**src/rtl/timer_two_pkg.sv**
```systemverilog
package timer_two_pkg;
	// ------------------------------------------------------------
	// Register map
	// ------------------------------------------------------------
	localparam logic [7:0] ADDR_CONTROL = 8'hc8;
	localparam logic [7:0] ADDR_MODE = 8'hc9;
	localparam logic [7:0] ADDR_RELOAD_LOW = 8'hca;
	localparam logic [7:0] ADDR_RELOAD_HIGH = 8'hcb;
	localparam logic [7:0] ADDR_COUNT_LOW = 8'hcc;
	localparam logic [7:0] ADDR_COUNT_HIGH = 8'hcd;
	localparam logic [7:0] ADDR_BIT_SET = 8'hce;
	localparam logic [7:0] ADDR_BIT_CLEAR = 8'hcf;
	localparam logic [7:0] CONTROL_RESET = 8'h00;
	localparam logic [7:0] MODE_RESET = 8'h00;
	localparam logic [15:0] COUNT_RESET = 16'h0000;
	localparam logic [15:0] COUNT_TOP = 16'hffff;
	// ------------------------------------------------------------
	// Field positions
	// ------------------------------------------------------------
	localparam int BIT_OVF = 7;
	localparam int BIT_EXF = 6;
	localparam int BIT_RCLK = 5;
	localparam int BIT_TRANSMIT_CLOCK_SELECT = 4;
	localparam int BIT_TEN = 3;
	localparam int BIT_RUN = 2;
	localparam int BIT_CSEL = 1;
	localparam int BIT_CAP = 0;
	localparam int BIT_OE = 1;
	localparam int BIT_UP_DOWN_ENABLE = 0;
	localparam int SYNC_STAGES = 2;

	typedef struct packed {
		logic [7:0] addr;
		logic [7:0] wdata;
		logic wr;
		logic rd;
	} reg_req_s;

	typedef struct packed {
		logic out;
		logic oe_n;
	} pin_drive_s;
endpackage

```
**src/rtl/timer_two.sv**
```systemverilog
`timescale 1ns/10ps
module timer_two
	import timer_two_pkg::*;
#(
	parameter int COUNT_WIDTH = 16
) (
	// Clock and reset
	input wire logic clock,
	input wire logic rstn,
	input wire logic clk_en,
	// Register port
	input wire timer_two_pkg::reg_req_s req,
	output logic [7:0] rdata,
	// Pins
	input wire logic count_clock_pin_in,
	output timer_two_pkg::pin_drive_s count_clock_pin_drv,
	input wire logic trigger_direction_pin,
	// Serial port and interrupt
	input wire logic other_timer_ovf,
	output logic serial_rx_tick,
	output logic serial_tx_tick,
	output logic timer_irq
);
	import timer_two_pkg::*;

	// Byte cascade and wrap compares assume sixteen bits
	if (COUNT_WIDTH != 16) begin
		$error("timer_two supports only a 16-bit count");
	end

	logic [7:0] ctrl_q;
	logic [1:0] mode_q;
	logic [15:0] reload_q;
	logic [15:0] count_q;
	logic [15:0] capture_q;
	logic clkout_q;
	logic half_q;
	logic [SYNC_STAGES-1:0] t2_sync_q;
	logic [SYNC_STAGES-1:0] ex_sync_q;
	logic t2_last_q;
	logic ex_last_q;

	// ------------------------------------------------------------
	// Pin synchronisers
	// ------------------------------------------------------------
	always_ff @(posedge clock or negedge rstn) begin
		if (!rstn) begin
			t2_sync_q <= '0;
			ex_sync_q <= '0;
			t2_last_q <= 1'b0;
			ex_last_q <= 1'b0;
		end else if (clk_en) begin
			t2_sync_q <= {t2_sync_q[0], count_clock_pin_in};
			ex_sync_q <= {ex_sync_q[0], trigger_direction_pin};
			t2_last_q <= t2_sync_q[1];
			ex_last_q <= ex_sync_q[1];
		end
	end

	logic t2_fall;
	logic ex_fall;
	logic ex_level;
	assign t2_fall = t2_last_q & ~t2_sync_q[1];
	assign ex_fall = ex_last_q & ~ex_sync_q[1];
	assign ex_level = ex_sync_q[1];

	// ------------------------------------------------------------
	// Mode decode
	// ------------------------------------------------------------
	logic run;
	logic baud;
	logic clkout_mode;
	logic updown;
	logic capture_mode;
	logic tick;
	logic trig;
	assign run = ctrl_q[BIT_RUN];
	assign baud = ctrl_q[BIT_RCLK] | ctrl_q[BIT_TRANSMIT_CLOCK_SELECT];
	assign clkout_mode = mode_q[BIT_OE];
	assign capture_mode = ctrl_q[BIT_CAP] & ~baud;
	assign updown = mode_q[BIT_UP_DOWN_ENABLE] & ~capture_mode;
	// Internal clock: clock-out and baud modes count at half rate, timer otherwise every cycle
	assign tick = run & (ctrl_q[BIT_CSEL] ? t2_fall :
		((clkout_mode | baud) ? half_q : 1'b1));
	assign trig = ctrl_q[BIT_TEN] & ex_fall & ~baud & ~updown;

	always_ff @(posedge clock or negedge rstn) begin
		if (!rstn)
			half_q <= 1'b0;
		else if (clk_en)
			half_q <= run ? ~half_q : 1'b0;
	end

	// ------------------------------------------------------------
	// Counter
	// ------------------------------------------------------------
	logic count_up;
	logic wrap_up;
	logic wrap_down;
	logic wrap;
	assign count_up = ~updown | ex_level;
	assign wrap_up = tick & count_up & (count_q == COUNT_TOP);
	assign wrap_down = tick & ~count_up & (count_q == reload_q);
	assign wrap = wrap_up | wrap_down;

	always_ff @(posedge clock or negedge rstn) begin
		if (!rstn) begin
			count_q <= COUNT_RESET;
		end else if (clk_en) begin
			if (req.wr && req.addr == ADDR_COUNT_LOW)
				count_q[7:0] <= req.wdata;
			else if (req.wr && req.addr == ADDR_COUNT_HIGH)
				count_q[15:8] <= req.wdata;
			else if (wrap_down)
				count_q <= COUNT_TOP;
			else if (wrap_up && !capture_mode)
				count_q <= reload_q;
			else if (trig && !capture_mode)
				count_q <= reload_q;
			else if (tick)
				count_q <= count_up ? count_q + 16'h0001 : count_q - 16'h0001;
		end
	end

	always_ff @(posedge clock or negedge rstn) begin
		if (!rstn)
			capture_q <= COUNT_RESET;
		else if (clk_en && trig && capture_mode)
			capture_q <= count_q;
	end

	// ------------------------------------------------------------
	// Clock output
	// ------------------------------------------------------------
	always_ff @(posedge clock or negedge rstn) begin
		if (!rstn)
			clkout_q <= 1'b0;
		else if (clk_en && clkout_mode && wrap_up)
			clkout_q <= ~clkout_q;
	end

	assign count_clock_pin_drv = '{out: clkout_q, oe_n: ~clkout_mode};

	// ------------------------------------------------------------
	// Registers
	// ------------------------------------------------------------
	logic ctl_wr;
	logic set_wr;
	logic clr_wr;
	logic ovf_set;
	logic exf_set;
	logic exf_tog;
	assign ctl_wr = req.wr && req.addr == ADDR_CONTROL;
	assign set_wr = req.wr && req.addr == ADDR_BIT_SET;
	assign clr_wr = req.wr && req.addr == ADDR_BIT_CLEAR;
	// Clock-out and baud modes both suppress the overflow flag
	assign ovf_set = wrap & ~baud & ~clkout_mode;
	assign exf_set = trig;
	assign exf_tog = updown & wrap;

	always_ff @(posedge clock or negedge rstn) begin
		if (!rstn) begin
			ctrl_q <= CONTROL_RESET;
		end else if (clk_en) begin
			if (ctl_wr)
				ctrl_q <= req.wdata;
			else if (set_wr)
				ctrl_q <= ctrl_q | req.wdata;
			else if (clr_wr)
				ctrl_q <= ctrl_q & ~req.wdata;
			// Hardware set wins over a software clear in the same cycle
			if (ovf_set)
				ctrl_q[BIT_OVF] <= 1'b1;
			if (exf_tog)
				ctrl_q[BIT_EXF] <= ~ctrl_q[BIT_EXF];
			else if (exf_set)
				ctrl_q[BIT_EXF] <= 1'b1;
		end
	end

	always_ff @(posedge clock or negedge rstn) begin
		if (!rstn) begin
			mode_q <= MODE_RESET[1:0];
			reload_q <= COUNT_RESET;
		end else if (clk_en && req.wr) begin
			if (req.addr == ADDR_MODE)
				mode_q <= req.wdata[1:0];
			if (req.addr == ADDR_RELOAD_LOW)
				reload_q[7:0] <= req.wdata;
			if (req.addr == ADDR_RELOAD_HIGH)
				reload_q[15:8] <= req.wdata;
		end
	end

	// Capture shares the reload address in capture mode, as one holding pair
	always_ff @(posedge clock or negedge rstn) begin
		if (!rstn) begin
			rdata <= 8'h00;
		end else if (clk_en) begin
			rdata <= 8'h00;
			if (req.rd) begin
				unique case (req.addr)
					ADDR_CONTROL: rdata <= ctrl_q;
					ADDR_MODE: rdata <= {6'h00, mode_q};
					ADDR_RELOAD_LOW: rdata <= capture_mode ? capture_q[7:0] : reload_q[7:0];
					ADDR_RELOAD_HIGH: rdata <= capture_mode ? capture_q[15:8] : reload_q[15:8];
					ADDR_COUNT_LOW: rdata <= count_q[7:0];
					ADDR_COUNT_HIGH: rdata <= count_q[15:8];
					default: rdata <= 8'h00;
				endcase
			end
		end
	end

	// ------------------------------------------------------------
	// Serial clocks and interrupt
	// ------------------------------------------------------------
	assign serial_rx_tick = ctrl_q[BIT_RCLK] ? (clk_en & wrap_up) : other_timer_ovf;
	assign serial_tx_tick = ctrl_q[BIT_TRANSMIT_CLOCK_SELECT] ? (clk_en & wrap_up) : other_timer_ovf;
	assign timer_irq = ctrl_q[BIT_OVF] | (ctrl_q[BIT_EXF] & ~mode_q[BIT_UP_DOWN_ENABLE]);

	// ------------------------------------------------------------
	// Checks
	// ------------------------------------------------------------
	property p_up_reload;
		@(posedge clock) disable iff (!rstn)
		(clk_en && wrap_up && !capture_mode && !req.wr) |=> (count_q == $past(reload_q));
	endproperty
	a_up_reload: assert property (p_up_reload) else $error("no reload on overflow");

	property p_down_top;
		@(posedge clock) disable iff (!rstn)
		(clk_en && wrap_down && !req.wr) |=> (count_q == COUNT_TOP);
	endproperty
	a_down_top: assert property (p_down_top) else $error("no ffff load on underflow");

	property p_stopped;
		@(posedge clock) disable iff (!rstn)
		(clk_en && !run && !req.wr && !trig) |=> $stable(count_q);
	endproperty
	a_stopped: assert property (p_stopped) else $error("count moved while stopped");

	property p_ovf_baud;
		@(posedge clock) disable iff (!rstn)
		(baud && !ctrl_q[BIT_OVF] && !req.wr) |=> !ctrl_q[BIT_OVF];
	endproperty
	a_ovf_baud: assert property (p_ovf_baud) else $error("overflow flag set in baud mode");

	property p_exf_toggle;
		@(posedge clock) disable iff (!rstn)
		(clk_en && exf_tog) |=> (ctrl_q[BIT_EXF] != $past(ctrl_q[BIT_EXF]));
	endproperty
	a_exf_toggle: assert property (p_exf_toggle) else $error("external flag not toggled");

	property p_capture;
		@(posedge clock) disable iff (!rstn)
		(clk_en && trig && capture_mode) |=> (capture_q == $past(count_q)) && ctrl_q[BIT_EXF];
	endproperty
	a_capture: assert property (p_capture) else $error("capture missed");

	property p_oe;
		@(posedge clock) disable iff (!rstn)
		count_clock_pin_drv.oe_n == !mode_q[BIT_OE];
	endproperty
	a_oe: assert property (p_oe) else $error("pin direction wrong");

	property p_no_trig_unenabled;
		@(posedge clock) disable iff (!rstn)
		(!ctrl_q[BIT_TEN] || baud) |-> !trig;
	endproperty
	a_no_trig_unenabled: assert property (p_no_trig_unenabled) else $error("trigger not gated");

	property p_up_step;
		@(posedge clock) disable iff (!rstn)
		(clk_en && tick && count_up && !wrap_up && !req.wr && !trig) |=>
			(count_q == $past(count_q) + 16'h0001);
	endproperty
	a_up_step: assert property (p_up_step) else $error("count did not step up");

	property p_down_step;
		@(posedge clock) disable iff (!rstn)
		(clk_en && tick && !count_up && !wrap_down && !req.wr) |=>
			(count_q == $past(count_q) - 16'h0001);
	endproperty
	a_down_step: assert property (p_down_step) else $error("count did not step down");

	property p_capture_wrap;
		@(posedge clock) disable iff (!rstn)
		(clk_en && wrap_up && capture_mode && !req.wr) |=> (count_q == COUNT_RESET);
	endproperty
	a_capture_wrap: assert property (p_capture_wrap) else $error("capture mode reloaded");

	property p_ovf_set;
		@(posedge clock) disable iff (!rstn)
		(clk_en && wrap && !baud && !clkout_mode) |=> ctrl_q[BIT_OVF];
	endproperty
	a_ovf_set: assert property (p_ovf_set) else $error("overflow flag not set");

	property p_clkout_no_ovf;
		@(posedge clock) disable iff (!rstn)
		(clkout_mode && !ctrl_q[BIT_OVF] && !req.wr) |=> !ctrl_q[BIT_OVF];
	endproperty
	a_clkout_no_ovf: assert property (p_clkout_no_ovf) else $error("clock-out set flag");

	property p_clkout_toggle;
		@(posedge clock) disable iff (!rstn)
		(clk_en && clkout_mode && wrap_up) |=>
			(count_clock_pin_drv.out != $past(count_clock_pin_drv.out));
	endproperty
	a_clkout_toggle: assert property (p_clkout_toggle) else $error("clock-out missed");

	property p_pin_hold;
		@(posedge clock) disable iff (!rstn)
		!(clk_en && clkout_mode && wrap_up) |=> $stable(count_clock_pin_drv.out);
	endproperty
	a_pin_hold: assert property (p_pin_hold) else $error("clock-out moved early");

	property p_half_rate;
		@(posedge clock) disable iff (!rstn)
		(clk_en && tick && (clkout_mode || baud) && !ctrl_q[BIT_CSEL] && !req.wr) |=> !tick;
	endproperty
	a_half_rate: assert property (p_half_rate) else $error("count not at half rate");

	property p_freeze;
		@(posedge clock) disable iff (!rstn)
		!clk_en |=> ($stable(count_q) && $stable(ctrl_q) && $stable(mode_q) && $stable(reload_q));
	endproperty
	a_freeze: assert property (p_freeze) else $error("state moved while frozen");

	property p_trig_reload;
		@(posedge clock) disable iff (!rstn)
		(clk_en && trig && !capture_mode && !wrap && !req.wr) |=>
			((count_q == $past(reload_q)) && ctrl_q[BIT_EXF]);
	endproperty
	a_trig_reload: assert property (p_trig_reload) else $error("trigger reload missed");

	property p_bit_set;
		@(posedge clock) disable iff (!rstn)
		(clk_en && set_wr && !exf_tog) |=> ((ctrl_q & $past(req.wdata)) == $past(req.wdata));
	endproperty
	a_bit_set: assert property (p_bit_set) else $error("bit set lost");

	property p_bit_clear;
		@(posedge clock) disable iff (!rstn)
		(clk_en && clr_wr && !ovf_set && !exf_set && !exf_tog) |=>
			((ctrl_q & $past(req.wdata)) == 8'h00);
	endproperty
	a_bit_clear: assert property (p_bit_clear) else $error("bit clear lost");

	property p_sync_single;
		@(posedge clock) disable iff (!rstn)
		(clk_en && t2_fall) |=> !t2_fall;
	endproperty
	a_sync_single: assert property (p_sync_single) else $error("one edge counted twice");

	property p_rx_other;
		@(posedge clock) disable iff (!rstn)
		!ctrl_q[BIT_RCLK] |-> (serial_rx_tick == other_timer_ovf);
	endproperty
	a_rx_other: assert property (p_rx_other) else $error("receive clock not routed");

	property p_tx_other;
		@(posedge clock) disable iff (!rstn)
		!ctrl_q[BIT_TRANSMIT_CLOCK_SELECT] |-> (serial_tx_tick == other_timer_ovf);
	endproperty
	a_tx_other: assert property (p_tx_other) else $error("transmit clock not routed");
endmodule

```
**config.mk**
```make
export PLATFORM = sky130hd
export DESIGN_NAME = timer_two
export DESIGN_NICKNAME = d
export VERILOG_FILES = /design/src/rtl/timer_two_pkg.sv /design/src/rtl/timer_two.sv
export SDC_FILE = /design/constraint.sdc
export NUM_CORES = 1
export LEC_CHECK = 0
export BUFFER_PORTS_ARGS = -buffer_cell sky130_fd_sc_hd__buf_4
export CAP_MARGIN = 0
export CORE_MARGIN = 4
export CORE_UTILIZATION = 60
export CTS_CLUSTER_DIAMETER = 80
export DETAILED_ROUTE_END_ITERATION = 6
export GPL_TIMING_DRIVEN = 0
export PLACE_DENSITY_LB_ADDON = 0.3
export RECOVER_POWER = 50
export SYNTH_ARGS = -nofsm -noshare
export SYNTH_HDL_FRONTEND = slang
export SYNTH_SLANG_ARGS = --single-unit
```
**constraint.sdc**
```tcl
create_clock -name clock -period 3.98 [get_ports clock]
set_input_delay 1.194 -clock clock [delete_from_list [all_inputs] [get_ports clock]]
set_output_delay 1.194 -clock clock [all_outputs]
set_load 0.02 [all_outputs]
```
=== Word level (Yosys, flattened, before mapping) ===
Cells that the tools add are included.

* Register bits after elaboration: 74
* Input port bits: 24
* Output and inout port bits: 13
* Logic and storage cells: 115

* $add $sub $neg: 2
* Eq/ne operators: 11
* Multiplexer cells: 23
* Bitwise gates (word level): 37
* Reduce and logical (&&, ||, !) cells: 26

{| class="wikitable"
|+ Operators with widths
! kind !! number
|-
| $mux W16 || 5
|-
| $mux W8 || 9
|-
| $eq A8 B8 Y1 const B || 8
|-
| $pmux W8 S6 || 1
|-
| $and A1 B1 Y1 || 17
|-
| $add A16 B1 Y16 const B || 1
|-
| $eq A16 B16 Y1 || 1
|-
| $eq A16 B16 Y1 const B || 1
|-
| $sub A16 B1 Y16 const B || 1
|-
| $reduce_bool A5 Y1 || 3
|-
| $logic_and A1 B1 Y1 || 12
|-
| $not A1 Y1 || 12
|-
| $reduce_and A2 Y1 || 6
|-
| $and A8 B8 Y8 || 1
|-
| $mux W1 || 8
|-
| $not A8 Y8 || 1
|-
| $or A8 B8 Y8 || 1
|-
| $reduce_and A3 Y1 || 2
|-
| $or A1 B1 Y1 || 5
|-
| $reduce_bool A4 Y1 || 1
|-
| $reduce_bool A3 Y1 || 1
|-
| $ne A2 B2 Y1 const B || 1
|-
| $logic_not A1 Y1 || 1
|}

=== Depth between registers and ports, before layout ===
* Word-level depth: 15
* Gate-level depth with buffers: 13
* Gate-level depth less buffers: 11

=== Least setup slack after synthesis ===
Ideal clock, no wire load.

* Kind: input port to output port
* Start: in clk_en
* End: out serial_rx_tick
* Data arrival time: 1857 ps
* Data required time: 2786 ps
* Setup slack: 929 ps
* Stages on the path: 3
* Buffers on the path: 1
* Cell sequence: clkbuf_1 and2_1 mux2_2

* Word-level cells in the longest chain between the ends: 2

{| class="wikitable"
|+ RTL lines
! item !! line !! source
|-
| from (decl) || timer_two.sv:10 || <nowiki>input wire logic clk_en,</nowiki>
|-
| $and A1 B1 Y1 || timer_two.sv:218 || <nowiki>assign serial_rx_tick = ctrl_q[BIT_RCLK] ? (clk_en & wrap_up) : other_timer_ovf;</nowiki>
|-
| $mux W1 || timer_two.sv:218 ||
|-
| to (decl) || timer_two.sv:20 || <nowiki>output logic serial_rx_tick,</nowiki>
|}

Every way passes these cells.

==> reports/results.txt <==
status -> finished, violations left
failing checks -> max-capacitance violations, max-slew violations
Final WS setup -> 224.4 ps
simple-gate share of the synthesized area -> 16.49%
async set-reset flop share out of synthesis -> 100.0%
Starting Density -> 61.77%
fin crit period -> 3756 ps
worst path cell trace -> buf_2 > nor3_1 > o221ai_2 > nor4_4 > and2_1 > mux2_2 > buf_4
first-pass GRT wire length -> 22540 microns
Mapped Cells -> 471
Slew headroom -> -21.80%
HPWL after DPL -> 10340 microns
Area Overhead vs Synth -> 11.64%
met2 wire length -> 6475 microns
mux contribution to synthesized area -> 18.22%
critical path type -> flop to primary output
Routed met1 length -> 5683 microns
die area -> 9447 sq um
I/O pins -> 37
Die Y -> 97.20 microns
register area -> 1852 sq um
Place WS -> 422.4 ps
main combinational cell family by area after synthesis -> multiplexers
post-CTS setup buffer count -> 0
Hold Vio Cnt, Final -> 0
number of enable flip-flop cells after synthesis -> 0
routed len/inst -> 23.03 microns
routability cong. -> 1.036
router iterations before antenna repair -> 5
Post-synth top flop -> dfrtp_1
largest net degree at the start of global routing -> 75
Max Used Layer -> met4
maximum VDD drop -> 0.1876 mV
Design Power -> 2.026 mW
Layout fillers -> 614
register bit total from synthesis -> 74
DR vias/cell -> 6.852
H-tree Lvls -> 3
Die W -> 97.20 microns
CTS Buf Count -> 9
post-route ant nets -> 0
via count -> 4269
CP Capture Type -> primary output
initial antenna violation count -> 0
Req. time, crit path -> 2790 ps
total grt overflow -> 0
area taken by multi-input logic gates -> 2685 sq um
vias in the first global route -> 4091
Post-Route Setup TNS -> 0 ps
syn_nets -> 496
Root Driver -> clkbuf_8
antenna cells -> 0
Synth Area in Adders -> 0.2621%
Critical-path top delay cell -> nor4_4
clock sink total -> 74
Fmax -> 266.3 MHz
worst-margin pin slew -> 1827 ps
layout cell share with drive strength beyond 1 -> 27.06%
Lkg Pwr -> 2.445 nW
synthesized area per cell -> 10.13 sq um
Hold WS -> 487.5 ps
Pwr Density -> 380.2 nW/um^2
crit share post-route -> 94.36%
startpoint types -> flop
xor and xnor fraction of the mapped netlist area -> 5.688%
Worst Path Arrival -> 2560 ps
Nets -> 541
Synth Area in Compound Gates -> 15.60%
FP Rows -> 32
unrepaired setup endpoints after global routing -> false
DRC -> 0
CTS max path bufs -> 2
CORE AREA -> 7727 sq um
Initial DRC Count -> 481
clock network latency to the later pin of the worst-skew pair -> 360 ps
post-cts hold buffer count -> 0
All-Layer GR Usage -> 30.61%
Port Buf Inserts -> 34
Final Skew -> 13.61 ps
mapped cell area -> 4773 sq um
Unique masters post-synth -> 64
hold crit path type -> flop to flop
crit-path max cell delay -> 430 ps
sequential fraction of the synthesis area -> 38.79%
Post-CTS Resized -> 0
Setup-failing EPs final -> 0
CTS tree -> done
clock-pin slew on the worst setup and hold paths -> 80 ps
MaxCap Viol Count -> 1
pins over their slew limit -> 75
routed wire length -> 14350 microns
DR WL met3 -> 1635 microns
Yosys warnings -> 0
critical path peak fanout -> 8
[cell usage after synthesis, drive strengths merged, types with 2 or more instances]
library cell | number | area, sq um
mux2 | 43 | 484.2
a211oi | 2 | 15.01
o2bb2ai | 13 | 113.9
xnor2 | 11 | 96.34
mux4 | 10 | 225.2
nand4 | 8 | 65.06
nand2b | 4 | 25.02
o211ai | 10 | 75.07
nor4 | 10 | 83.83
or4 | 3 | 22.52
o41ai | 2 | 25.03
mux2i | 16 | 160.2
nand2 | 41 | 156.4
and3 | 5 | 31.28
o21a | 4 | 30.03
nand3b | 2 | 15.01
nor2b | 4 | 25.02
and4 | 3 | 26.28
clkbuf | 13 | 48.80
nor2 | 26 | 102.6
nor3 | 11 | 55.05
a32oi | 2 | 17.52
o211a | 2 | 20.02
o21ai | 35 | 178.9
a31oi | 3 | 18.77
and2 | 4 | 25.02
o22ai | 3 | 18.77
o221a | 2 | 22.52
buf | 23 | 150.2
nand3 | 10 | 50.05
or2 | 3 | 18.77
inv | 10 | 37.54
xor2 | 20 | 175.2
dfrtp | 74 | 1852
or3 | 2 | 17.52
o31ai | 3 | 22.52
nor3b | 3 | 33.78
a21o | 2 | 15.01
a22oi | 9 | 67.56
a21oi | 9 | 45.04
[path summary, 6_finish.rpt]
check | startpoint | end | slack [ps] | depth (start not counted)
worst max register to register | flop | count_q[4] | 780 | 12
worst min register to register | clkout_q | clkout_q | 490 | 1
worst min-delay path | clkout_q | clkout_q | 490 | 1
max in group asynchronous | rstn | reload_q[3] | 1560 | 1
min in group asynchronous | rstn | t2_last_q | 1320 | 1
worst max-delay path | flop | serial_tx_tick | 220 | 7
[where the power goes]
part / total [mW] / switching [mW] / internal [mW]
registers: 0.857 / 0.0446 / 0.812
clock network: 0.541 / 0.311 / 0.230
logic: 0.629 / 0.390 / 0.239
[logic make-up after synthesis]
family | Yosys count
xor+xnor | 31
buf+inv | 46
mux | 69
flops | 74
fa+ha+maj | 1
compound gates | 107
simple gates | 143
[worst max-delay path: cells and delay by family (launching register included)]
family | cells | cell delay (ps)
compound gates | 1 | 280
simple gates | 3 | 1090
buf+inv | 2 | 310
mux | 1 | 170
flops | 1 | 360
[final cells by class]
class	instances	area share, %
multi-input combinational	351	50.39
sequential	74	34.75
timing repair buffer	34	4.672
buffer	36	3.733
tap	102	2.395
clock buffer	9	2.324
clock inverter	7	1.033
inverter	10	0.7044
[through the flow]
step           utilization, %  cells  cell area, sq um
2_1_floorplan               -    471              4773
3_3_place_gp            66.73    607              5156
3_5_place_dp            66.73    607              5156
4_1_cts                 69.04    623              5335
5_1_grt                 68.96    623              5329
6_report                68.96    623              5329
[registers in the layout, indices dropped and copies added, names as in the netlist, named ones only]
name / cells
ex_last_q: 1
capture_q: 16
half_q: 1
reload_q: 16
count_q: 16
t2_sync_q: 2
t2_last_q: 1
mode_q: 2
ex_sync_q: 2
ctrl_q: 2
rdata: 8
clkout_q: 1
[routing by layer]
| metal | vias to the layer above | GRT usage (%) |
|---|---|---|
| met2 | 325 | 47.82 |
| met1 | 2052 | 40.84 |
| li1 | 1830 | - |
| met5 | - | 0 |
| met3 | 62 | 7.897 |
| met4 | 0 | 12.10 |
[cells in the final DEF, fill, tap and decap left out, types with 11 or more instances in the layout]
master     count
dfrtp_1       74
mux2_2        43
nand2_1       40
buf_4         37
o21ai_0       26
nor2_1        24
xor2_1        20
mux2i_1       16
clkbuf_1      14
o2bb2ai_1     13
buf_2         12
xnor2_1       11
nor3_1        11
Power figures use the tool's default switching activity.
